**src/oam_map.vh**
```
// Constants for the operand addressing block.
`ifndef OAM_MAP_VH
`define OAM_MAP_VH
// Operand addressing modes.
`define OAM_MODE_DIRECT   3'h0
`define OAM_MODE_INDIRECT 3'h1
`define OAM_MODE_REGISTER 3'h2
`define OAM_MODE_IMPLIED  3'h3
`define OAM_MODE_IMMED    3'h4
`define OAM_MODE_INDEXED  3'h5
`define OAM_MODE_BIT      3'h6
`define OAM_MODE_NONE     3'h7
// Target spaces.
`define OAM_SPACE_NONE    3'h0
`define OAM_SPACE_IRAM    3'h1
`define OAM_SPACE_SFR     3'h2
`define OAM_SPACE_XDATA   3'h3
`define OAM_SPACE_CODE    3'h4
`define OAM_SPACE_ACC     3'h5
`define OAM_SPACE_IMMED   3'h6
// Direct addresses at or above this value select the special function registers.
`define OAM_SFR_BASE      8'h80
// Bit space midpoint and bit-addressable internal RAM base byte.
`define OAM_BIT_MID       8'h80
`define OAM_BIT_RAM_BASE  8'h20
// Bank-select field position in the program status register.
`define OAM_PSW_BANK_LSB  3
// Reset values.
`define OAM_RST_ADDR      16'h0000
`define OAM_RST_BYTE      8'h00
`endif

```
**src/oam_addr_gen.v**
```verilog
// Operand address generator for the byte-oriented core.
`timescale 1ns/1ps
`include "oam_map.vh"
////////////////////////////////////////////////////////////////////////////////
// Contract
// - Direct mode takes the operand location from the instruction's 8-bit address field.
// - Direct mode reaches only internal RAM and special function registers.
// - 8-bit indirect uses pointer_reg_zero or pointer_reg_one, chosen by the instruction.
// - 16-bit indirect uses the data_pointer contents as the address.
// - Register mode selects one of eight working registers of the active bank from the opcode.
// - Register-specific instructions use the implied register such as the accumulator.
// - Immediate mode yields the instruction bytes as the operand value, not an address.
// - Indexed addressing is only allowed for program-memory reads.
// - Indexed address is data_pointer plus the accumulator.
// - Bit mode selects one bit out of a 256-bit space.
// - 128 bit addresses map to internal RAM, the rest to special function register bits.
// - External data transfers use only indirect addressing and only the accumulator.
module oam_addr_gen #(
	parameter AW = 16                  // Operand address width
) (
	input  wire          clk,          // Core clock
	input  wire          srst,         // Synchronous reset, active high
	input  wire          instr_valid,  // Decoded instruction present
	input  wire [2:0]    mode,         // Addressing mode
	input  wire [7:0]    opcode,       // Opcode byte
	input  wire [7:0]    operand,      // First operand byte of the instruction
	input  wire [7:0]    operand2,     // Second operand byte (high immediate)
	input  wire          is_write,     // Access writes its operand
	input  wire          to_xdata,     // Access targets external data space
	input  wire          wide_ptr,     // Indirect through the data pointer
	input  wire          acc_side,     // The accumulator is the other end of the move
	input  wire [7:0]    psw,          // Program status register
	input  wire [7:0]    accumulator,  // Accumulator value
	input  wire [15:0]   data_pointer, // Data pointer value
	input  wire [7:0]    pointer_reg_zero, // Working register 0 of the active bank
	input  wire [7:0]    pointer_reg_one,  // Working register 1 of the active bank
	output reg  [AW-1:0] op_addr,      // Resolved operand address
	output reg  [2:0]    op_space,     // Space the address belongs to
	output reg  [15:0]   op_imm,       // Immediate operand value
	output reg  [2:0]    op_bit,       // Bit position for bit mode
	output reg           op_is_write,  // Resolved access writes
	output reg           op_valid,     // Result valid, one cycle
	output reg           op_illegal    // Request refused, one cycle
);
	////////////////////////////////////////////////////////////////////////////
	reg  [AW-1:0] next_addr;
	reg  [2:0]    next_space;
	reg  [15:0]   next_imm;
	reg  [2:0]    next_bit;
	reg           next_bad;
	wire [1:0]    bank;
	wire [7:0]    bit_byte;
	wire [2:0]    bit_pos;
	wire          bit_in_sfr;
	wire [7:0]    ptr8;
	wire [AW-1:0] ptr8_addr;
	wire [AW-1:0] direct_addr;
	wire [AW-1:0] reg_addr;
	wire [AW-1:0] index_addr;
	wire [AW-1:0] bit_addr_wide;
	wire          take;
	wire          refuse;
	genvar        gi;

	assign bank = psw[`OAM_PSW_BANK_LSB+1:`OAM_PSW_BANK_LSB];

	// pointer choice
	// One select per bit keeps the pick a plain mux row, with no priority between the two.
	generate
		for (gi = 0; gi < 8; gi = gi + 1) begin : g_ptr
			assign ptr8[gi] = opcode[0] ? pointer_reg_one[gi] : pointer_reg_zero[gi];
		end
	endgenerate

	oam_bit_decode u_bit (
		.bit_addr  (operand),
		.byte_addr (bit_byte),
		.bit_pos   (bit_pos),
		.in_sfr    (bit_in_sfr)
	);

	////////////////////////////////////////////////////////////////////////////
	// Candidate addresses are widened here so the mode case below only selects.
	// direct address field
	assign direct_addr   = {{(AW-8){1'b0}}, operand};
	assign ptr8_addr     = {{(AW-8){1'b0}}, ptr8};
	assign reg_addr      = {{(AW-5){1'b0}}, bank, opcode[2:0]};
	// base plus offset
	// The sum wraps at the top of program memory, so the carry out is dropped on purpose.
	assign index_addr    = data_pointer[AW-1:0] + {{(AW-8){1'b0}}, accumulator};
	assign bit_addr_wide = {{(AW-8){1'b0}}, bit_byte};

	////////////////////////////////////////////////////////////////////////////
	// Operand location and value for the presented mode.
	always @* begin
		next_addr  = {AW{1'b0}};
		next_space = `OAM_SPACE_NONE;
		next_imm   = 16'h0000;
		next_bit   = 3'h0;
		case (mode)
		`OAM_MODE_DIRECT: begin
			next_addr = direct_addr;
			if (operand >= `OAM_SFR_BASE) begin
				next_space = `OAM_SPACE_SFR;
			end else begin
				next_space = `OAM_SPACE_IRAM;
			end
		end
		`OAM_MODE_INDIRECT: begin
			if (wide_ptr) begin
				next_addr = data_pointer[AW-1:0];
			end else begin
				next_addr = ptr8_addr;
			end
			if (to_xdata) begin
				next_space = `OAM_SPACE_XDATA;
			end else begin
				next_space = `OAM_SPACE_IRAM;
			end
		end
		`OAM_MODE_REGISTER: begin
			next_addr  = reg_addr;
			next_space = `OAM_SPACE_IRAM;
		end
		`OAM_MODE_IMPLIED: begin
			next_space = `OAM_SPACE_ACC;
		end
		`OAM_MODE_IMMED: begin
			next_imm   = {operand2, operand};
			next_space = `OAM_SPACE_IMMED;
		end
		`OAM_MODE_INDEXED: begin
			next_addr  = index_addr;
			next_space = `OAM_SPACE_CODE;
		end
		`OAM_MODE_BIT: begin
			next_addr = bit_addr_wide;
			next_bit  = bit_pos;
			if (bit_in_sfr) begin
				next_space = `OAM_SPACE_SFR;
			end else begin
				next_space = `OAM_SPACE_IRAM;
			end
		end
		default: begin
			next_space = `OAM_SPACE_NONE;
		end
		endcase
	end

	////////////////////////////////////////////////////////////////////////////
	// Legality is decoded apart from the select so the refusal table reads in one place.
	always @* begin
		next_bad = 1'b0;
		case (mode)
		`OAM_MODE_INDIRECT: begin
			if (to_xdata) begin
				next_bad = ~acc_side;
			end else begin
				// Wide pointer cannot reach internal RAM, so it is refused there.
				next_bad = wide_ptr;
			end
		end
		`OAM_MODE_DIRECT,
		`OAM_MODE_REGISTER,
		`OAM_MODE_IMPLIED,
		`OAM_MODE_BIT: begin
			next_bad = to_xdata;
		end
		`OAM_MODE_IMMED: begin
			// Immediate values are constants, so a write to one is refused.
			next_bad = is_write | to_xdata;
		end
		`OAM_MODE_INDEXED: begin
			next_bad = is_write | to_xdata;
		end
		default: begin
			next_bad = 1'b1;
		end
		endcase
	end

	assign take   = instr_valid & ~next_bad;
	assign refuse = instr_valid & next_bad;

	////////////////////////////////////////////////////////////////////////////
	// The answer pulses stand for one cycle only; the core must take them at that edge.
	always @(posedge clk) begin
		if (srst) begin
			op_valid   <= 1'b0;
			op_illegal <= 1'b0;
		end else begin
			op_valid   <= take;
			op_illegal <= refuse;
		end
	end

	////////////////////////////////////////////////////////////////////////////
	// A refused request leaves the address outputs cleared so no space is touched.
	always @(posedge clk) begin
		if (srst) begin
			op_addr     <= {AW{1'b0}};
			op_space    <= `OAM_SPACE_NONE;
			op_imm      <= 16'h0000;
			op_bit      <= 3'h0;
			op_is_write <= 1'b0;
		end else if (take) begin
			op_addr     <= next_addr;
			op_space    <= next_space;
			op_imm      <= next_imm;
			op_bit      <= next_bit;
			op_is_write <= is_write;
		end else begin
			op_addr     <= {AW{1'b0}};
			op_space    <= `OAM_SPACE_NONE;
			op_imm      <= 16'h0000;
			op_bit      <= 3'h0;
			op_is_write <= 1'b0;
		end
	end
endmodule

```
**src/oam_bit_decode.v**
```verilog
// Bit address decoder: maps a bit address to a byte address and bit position.
`timescale 1ns/1ps
`include "oam_map.vh"
module oam_bit_decode (
	input  wire [7:0] bit_addr,   // Bit address from the instruction
	output wire [7:0] byte_addr,  // Byte holding the bit
	output wire [2:0] bit_pos,    // Bit position within the byte
	output wire       in_sfr      // High when the bit lives in a special function register
);
	assign in_sfr = (bit_addr >= `OAM_BIT_MID);
	assign byte_addr = in_sfr ? {bit_addr[7:3], 3'b000}
	                          : (`OAM_BIT_RAM_BASE + {3'b000, bit_addr[7:3]});
	assign bit_pos = bit_addr[2:0];
endmodule

```
**config.mk**
```make
export PLATFORM = sky130hd
export DESIGN_NAME = oam_addr_gen
export DESIGN_NICKNAME = d
export VERILOG_FILES = /design/src/oam_addr_gen.v /design/src/oam_bit_decode.v
export VERILOG_INCLUDE_DIRS = /design/src /design/src/src
export SDC_FILE = /design/constraint.sdc
export NUM_CORES = 1
export LEC_CHECK = 0
export ABC_CLOCK_PERIOD_IN_PS = 3010
export BUFFER_PORTS_ARGS = -buffer_cell sky130_fd_sc_hd__buf_2
export CORE_MARGIN = 4
export CORE_UTILIZATION = 45
export CTS_CLUSTER_DIAMETER = 150
export CTS_CLUSTER_SIZE = 12
export DETAILED_ROUTE_END_ITERATION = 7
export PLACE_DENSITY = 0.8
export SLEW_MARGIN = 20
export SYNTH_ARGS = -nofsm -noshare
export SYNTH_HDL_FRONTEND = slang
export SYNTH_SLANG_ARGS = --single-unit
```
**constraint.sdc**
```tcl
create_clock -name clk -period 3.01 [get_ports clk]
set_clock_uncertainty 0.2 [all_clocks]
set_input_delay 0.602 -clock clk [delete_from_list [all_inputs] [get_ports clk]]
set_output_delay 0.602 -clock clk [all_outputs]
set_load 0.03 [all_outputs]
```
==> impl_summary.log <==
INFO  metric crit_path_max_fanout = 5
INFO  metric route.vias.total = 2441
INFO  metric ctsResizeCount = 0
INFO  metric avgSynthCellArea = 8.124 sq um
INFO  metric initial_core_util = 0.4756
INFO  metric die-height = 79.35 microns
INFO  metric cpMaxStageDelayCell = sky130_fd_sc_hd__o31ai_1
INFO  metric grtUsageTotal = 0.1975
INFO  metric timing.critical_path.required = 3.00 ns
INFO  metric cp_data_arrival_time = 2.47 ns
INFO  metric critical_path_class = primary input to flop
INFO  metric layout-drive-gt1-share = 0.3231
INFO  metric most-common-layout-cells = sky130_fd_sc_hd__buf_2, sky130_fd_sc_hd__dfxtp_1, sky130_fd_sc_hd__nand2_1, sky130_fd_sc_hd__a21oi_1
INFO  metric worst_hold_path.num_cells = 2
INFO  metric post-synth-top-area-fraction = 0.3583
INFO  metric yosys_register_bits = 41
INFO  metric mappedNetlistArea = 2291 sq um
INFO  metric io_buffer_count = 111
INFO  metric slew_violations = 0
INFO  metric routed_wire_length_per_instance = 13.88 microns
INFO  metric tritoncts_clock_tree = built
INFO  metric number_of_maximum_capacitance_constraint_violations = 0
INFO  metric place.gp.congestion = 0.8519
INFO  metric worst-slew-pin-transition = 0.8904 ns
INFO  metric slew-limit-headroom = 0.4064
INFO  metric worst-path-buf-inv = 2
INFO  metric synthTopCellsByArea = sky130_fd_sc_hd__dfxtp_1, sky130_fd_sc_hd__a21oi_1, sky130_fd_sc_hd__nand2_1
INFO  metric holdPathEnd = op_imm[13]
INFO  metric sw_frac_of_total = 0.2701
INFO  metric final_antenna_net_count = 0
INFO  metric power.internal = 929.0 uW
INFO  metric rsz_0062_raised_after_global_routing = false
INFO  metric antenna_found_initial = 0
INFO  metric net_count_final = 480
INFO  metric comb_power_share = 0.209
INFO  metric clock_tree.root_cell = sky130_fd_sc_hd__clkbuf_8
INFO  metric synth_sequential_area_ratio = 0.3583
INFO  metric crit_path_start_kind = primary input
INFO  metric synthesized_netlist_net_count = 373
INFO  metric drt-total-wl = 6344 microns
INFO  metric period_utilization = 0.8230
INFO  metric yosys_most_used_dff = sky130_fd_sc_hd__dfxtp_1
INFO  metric layout_commonest_cell = sky130_fd_sc_hd__buf_2
INFO  metric leakagePower = 0.001452 uW
INFO  metric fill_cells = 467
INFO  metric grt_pass1_vias = 2277
INFO  metric layout.area.seq = 820.8 sq um
INFO  metric powerDensity = 423.3 nW/um^2
INFO  metric cts.hold.buffers_added = 0
INFO  metric avgViaCountPerCell = 5.341
INFO  metric drt-initial-drc-count = 109
INFO  metric number_of_inserted_diodes = 0
INFO  metric post_synth_inst_count = 282
INFO  metric wire_length_of_the_first_global_routing_pass = 10040 microns
INFO  metric htree_num_levels = 2
INFO  metric setup-violations-final = 0
INFO  metric cts_max_path_buffers = 2
INFO  metric worst_hold_startpoint = operand2[5]
INFO  metric rows = 25
INFO  metric fmax = 403.7 MHz
INFO  metric die_area = 6296 sq um
INFO  metric cts-buffers-inserted = 5
INFO  metric peakVddDrop = 0.2098 mV
INFO  metric top_level_ports = 123
INFO  metric hold_viol_final = 0
INFO  metric finalCoreUtilization = 0.6242
INFO  metric setup_total_negative_slack = 0 ns
INFO  metric yosysTopAreaCell = sky130_fd_sc_hd__dfxtp_1
INFO  metric post-cts-setup-buffers = 0
INFO  metric grt-ovfl-total = 0
INFO  metric p_seq_frac = 0.434
INFO  metric cp_slowest_stage_delay = 0.47 ns
INFO  metric final.min_clock_period = 2.477 ns
INFO  metric yosysWarningCount = 0
INFO  metric async_flop_share = 0
INFO  metric power.clock.fraction = 0.357
INFO  metric critical_path.cell_chain = buf_2, ha_1, inv_1, fa_1, nor2b_1, o31ai_1, and4_1, o21ai_1, a311oi_1
INFO  metric post-dp-hpwl = 5078 microns
INFO  metric clk_pin_slew_worst_paths = 0.08 ns
INFO  metric switching_power = 343.7 uW
INFO  metric die_width = 79.35 microns
INFO  metric outcome = finished clean
INFO  metric yosys.cell_types.count = 50
INFO  metric worstSetupEndpointType = flop
INFO  metric syn2layout_area_growth = 31.24%
INFO  metric holdCritPathClass = primary input to flop
INFO  metric route.detailed.drc = 0
INFO  metric placeableCoreArea = 4817 sq um
INFO  metric crit_family = compound AO/OA/AOI/OAI gates
INFO  metric multiInputGateArea = 1374 sq um
INFO  metric synth_enable_flop_cells = 0
INFO  metric cts_num_sinks = 41
INFO  metric grt_start_max_net_pins = 19
INFO  metric drtPass1Iterations = 4
-- Yosys cell counts, types with 5 or more instances --
| cell | n |
|---|---|
| sky130_fd_sc_hd__buf_2 | 5 |
| sky130_fd_sc_hd__mux2i_1 | 9 |
| sky130_fd_sc_hd__a21oi_1 | 25 |
| sky130_fd_sc_hd__o2bb2ai_1 | 5 |
| sky130_fd_sc_hd__inv_1 | 9 |
| sky130_fd_sc_hd__nor2_1 | 16 |
| sky130_fd_sc_hd__ha_1 | 8 |
| sky130_fd_sc_hd__and2_1 | 17 |
| sky130_fd_sc_hd__dfxtp_1 | 41 |
| sky130_fd_sc_hd__nand2_1 | 33 |
| sky130_fd_sc_hd__o21ai_0 | 14 |
| sky130_fd_sc_hd__nand3_1 | 17 |
| sky130_fd_sc_hd__clkbuf_1 | 6 |
| sky130_fd_sc_hd__o211ai_1 | 7 |
-- per-stage QoR --
stage | cell area [sq um] | power, uW | worst slack (ns) | cells | hold slack, ns
finish | 3007 | 1273 | 0.5328 | 457 | 0.3132
global route | 3007 | 1336 | 0.4338 | 457 | 0.2970
CTS | 3007 | 1276 | 0.5702 | 457 | 0.3068
detailed placement | 2890 | 825.6 | 0.2619 | 449 | 0.6060
global placement | 2890 | 821.1 | 0.2883 | 449 | 0.6027
floorplan | 2291 | 729.0 | 0.5976 | 282 | 0.5090
-- final cells by class --
cell class                      instances  area share
Tap cell                               67     0.02788
Timing Repair Buffer                  113      0.1898
Inverter                               11     0.01373
Clock inverter                          1    0.009988
Sequential cell                        41      0.2730
Clock buffer                            7     0.02871
Multi-Input combinational cell        217      0.4569
-- worst max-delay path by stage --
stage                         from           to  slack (ns)  cells after the start
finish              accumulator[0]   op_addr[8]        0.53                      9
global route        accumulator[1]   op_addr[9]        0.43                      7
CTS                 accumulator[0]   op_addr[8]        0.57                      9
detailed placement  accumulator[0]   op_addr[8]        0.26                      9
global placement    accumulator[0]   op_addr[8]        0.29                      9
floorplan           accumulator[0]  op_addr[14]        0.60                      8
-- layer usage --
metal	share of wire	track usage
met1	0.44	0.2441
met2	0.46	0.3401
met3	0.083	0.03968
met4	0.017	0.06873
met5	0	0
-- state kept, by name, summed over array words and instances, names as in the netlist --
register     count
op_valid         1
op_space         3
op_illegal       1
op_addr         16
op_bit           3
op_imm          16
op_is_write      1
-- power by group through the flow --
stage          Combinational [uW]  Clock (uW)  Sequential (uW)
6_report                      267         454              552
5_1_grt                       293         491              553
4_1_cts                       263         462              552
3_5_place_dp                  261           0              565
3_3_place_gp                  256           0              565
2_1_floorplan                 147           0              582
-- logic make-up after synthesis --
family	synth area share
AND/OR/NAND/NOR	0.2578
AO/OA/AOI/OAI	0.2338
flip-flops	0.3583
buffers and inverters	0.04205
multiplexers	0.04424
adder cells (fa/ha/maj)	0.05243
XOR/XNOR	0.01147
No activity file was read; power rests on OpenSTA's default activity.
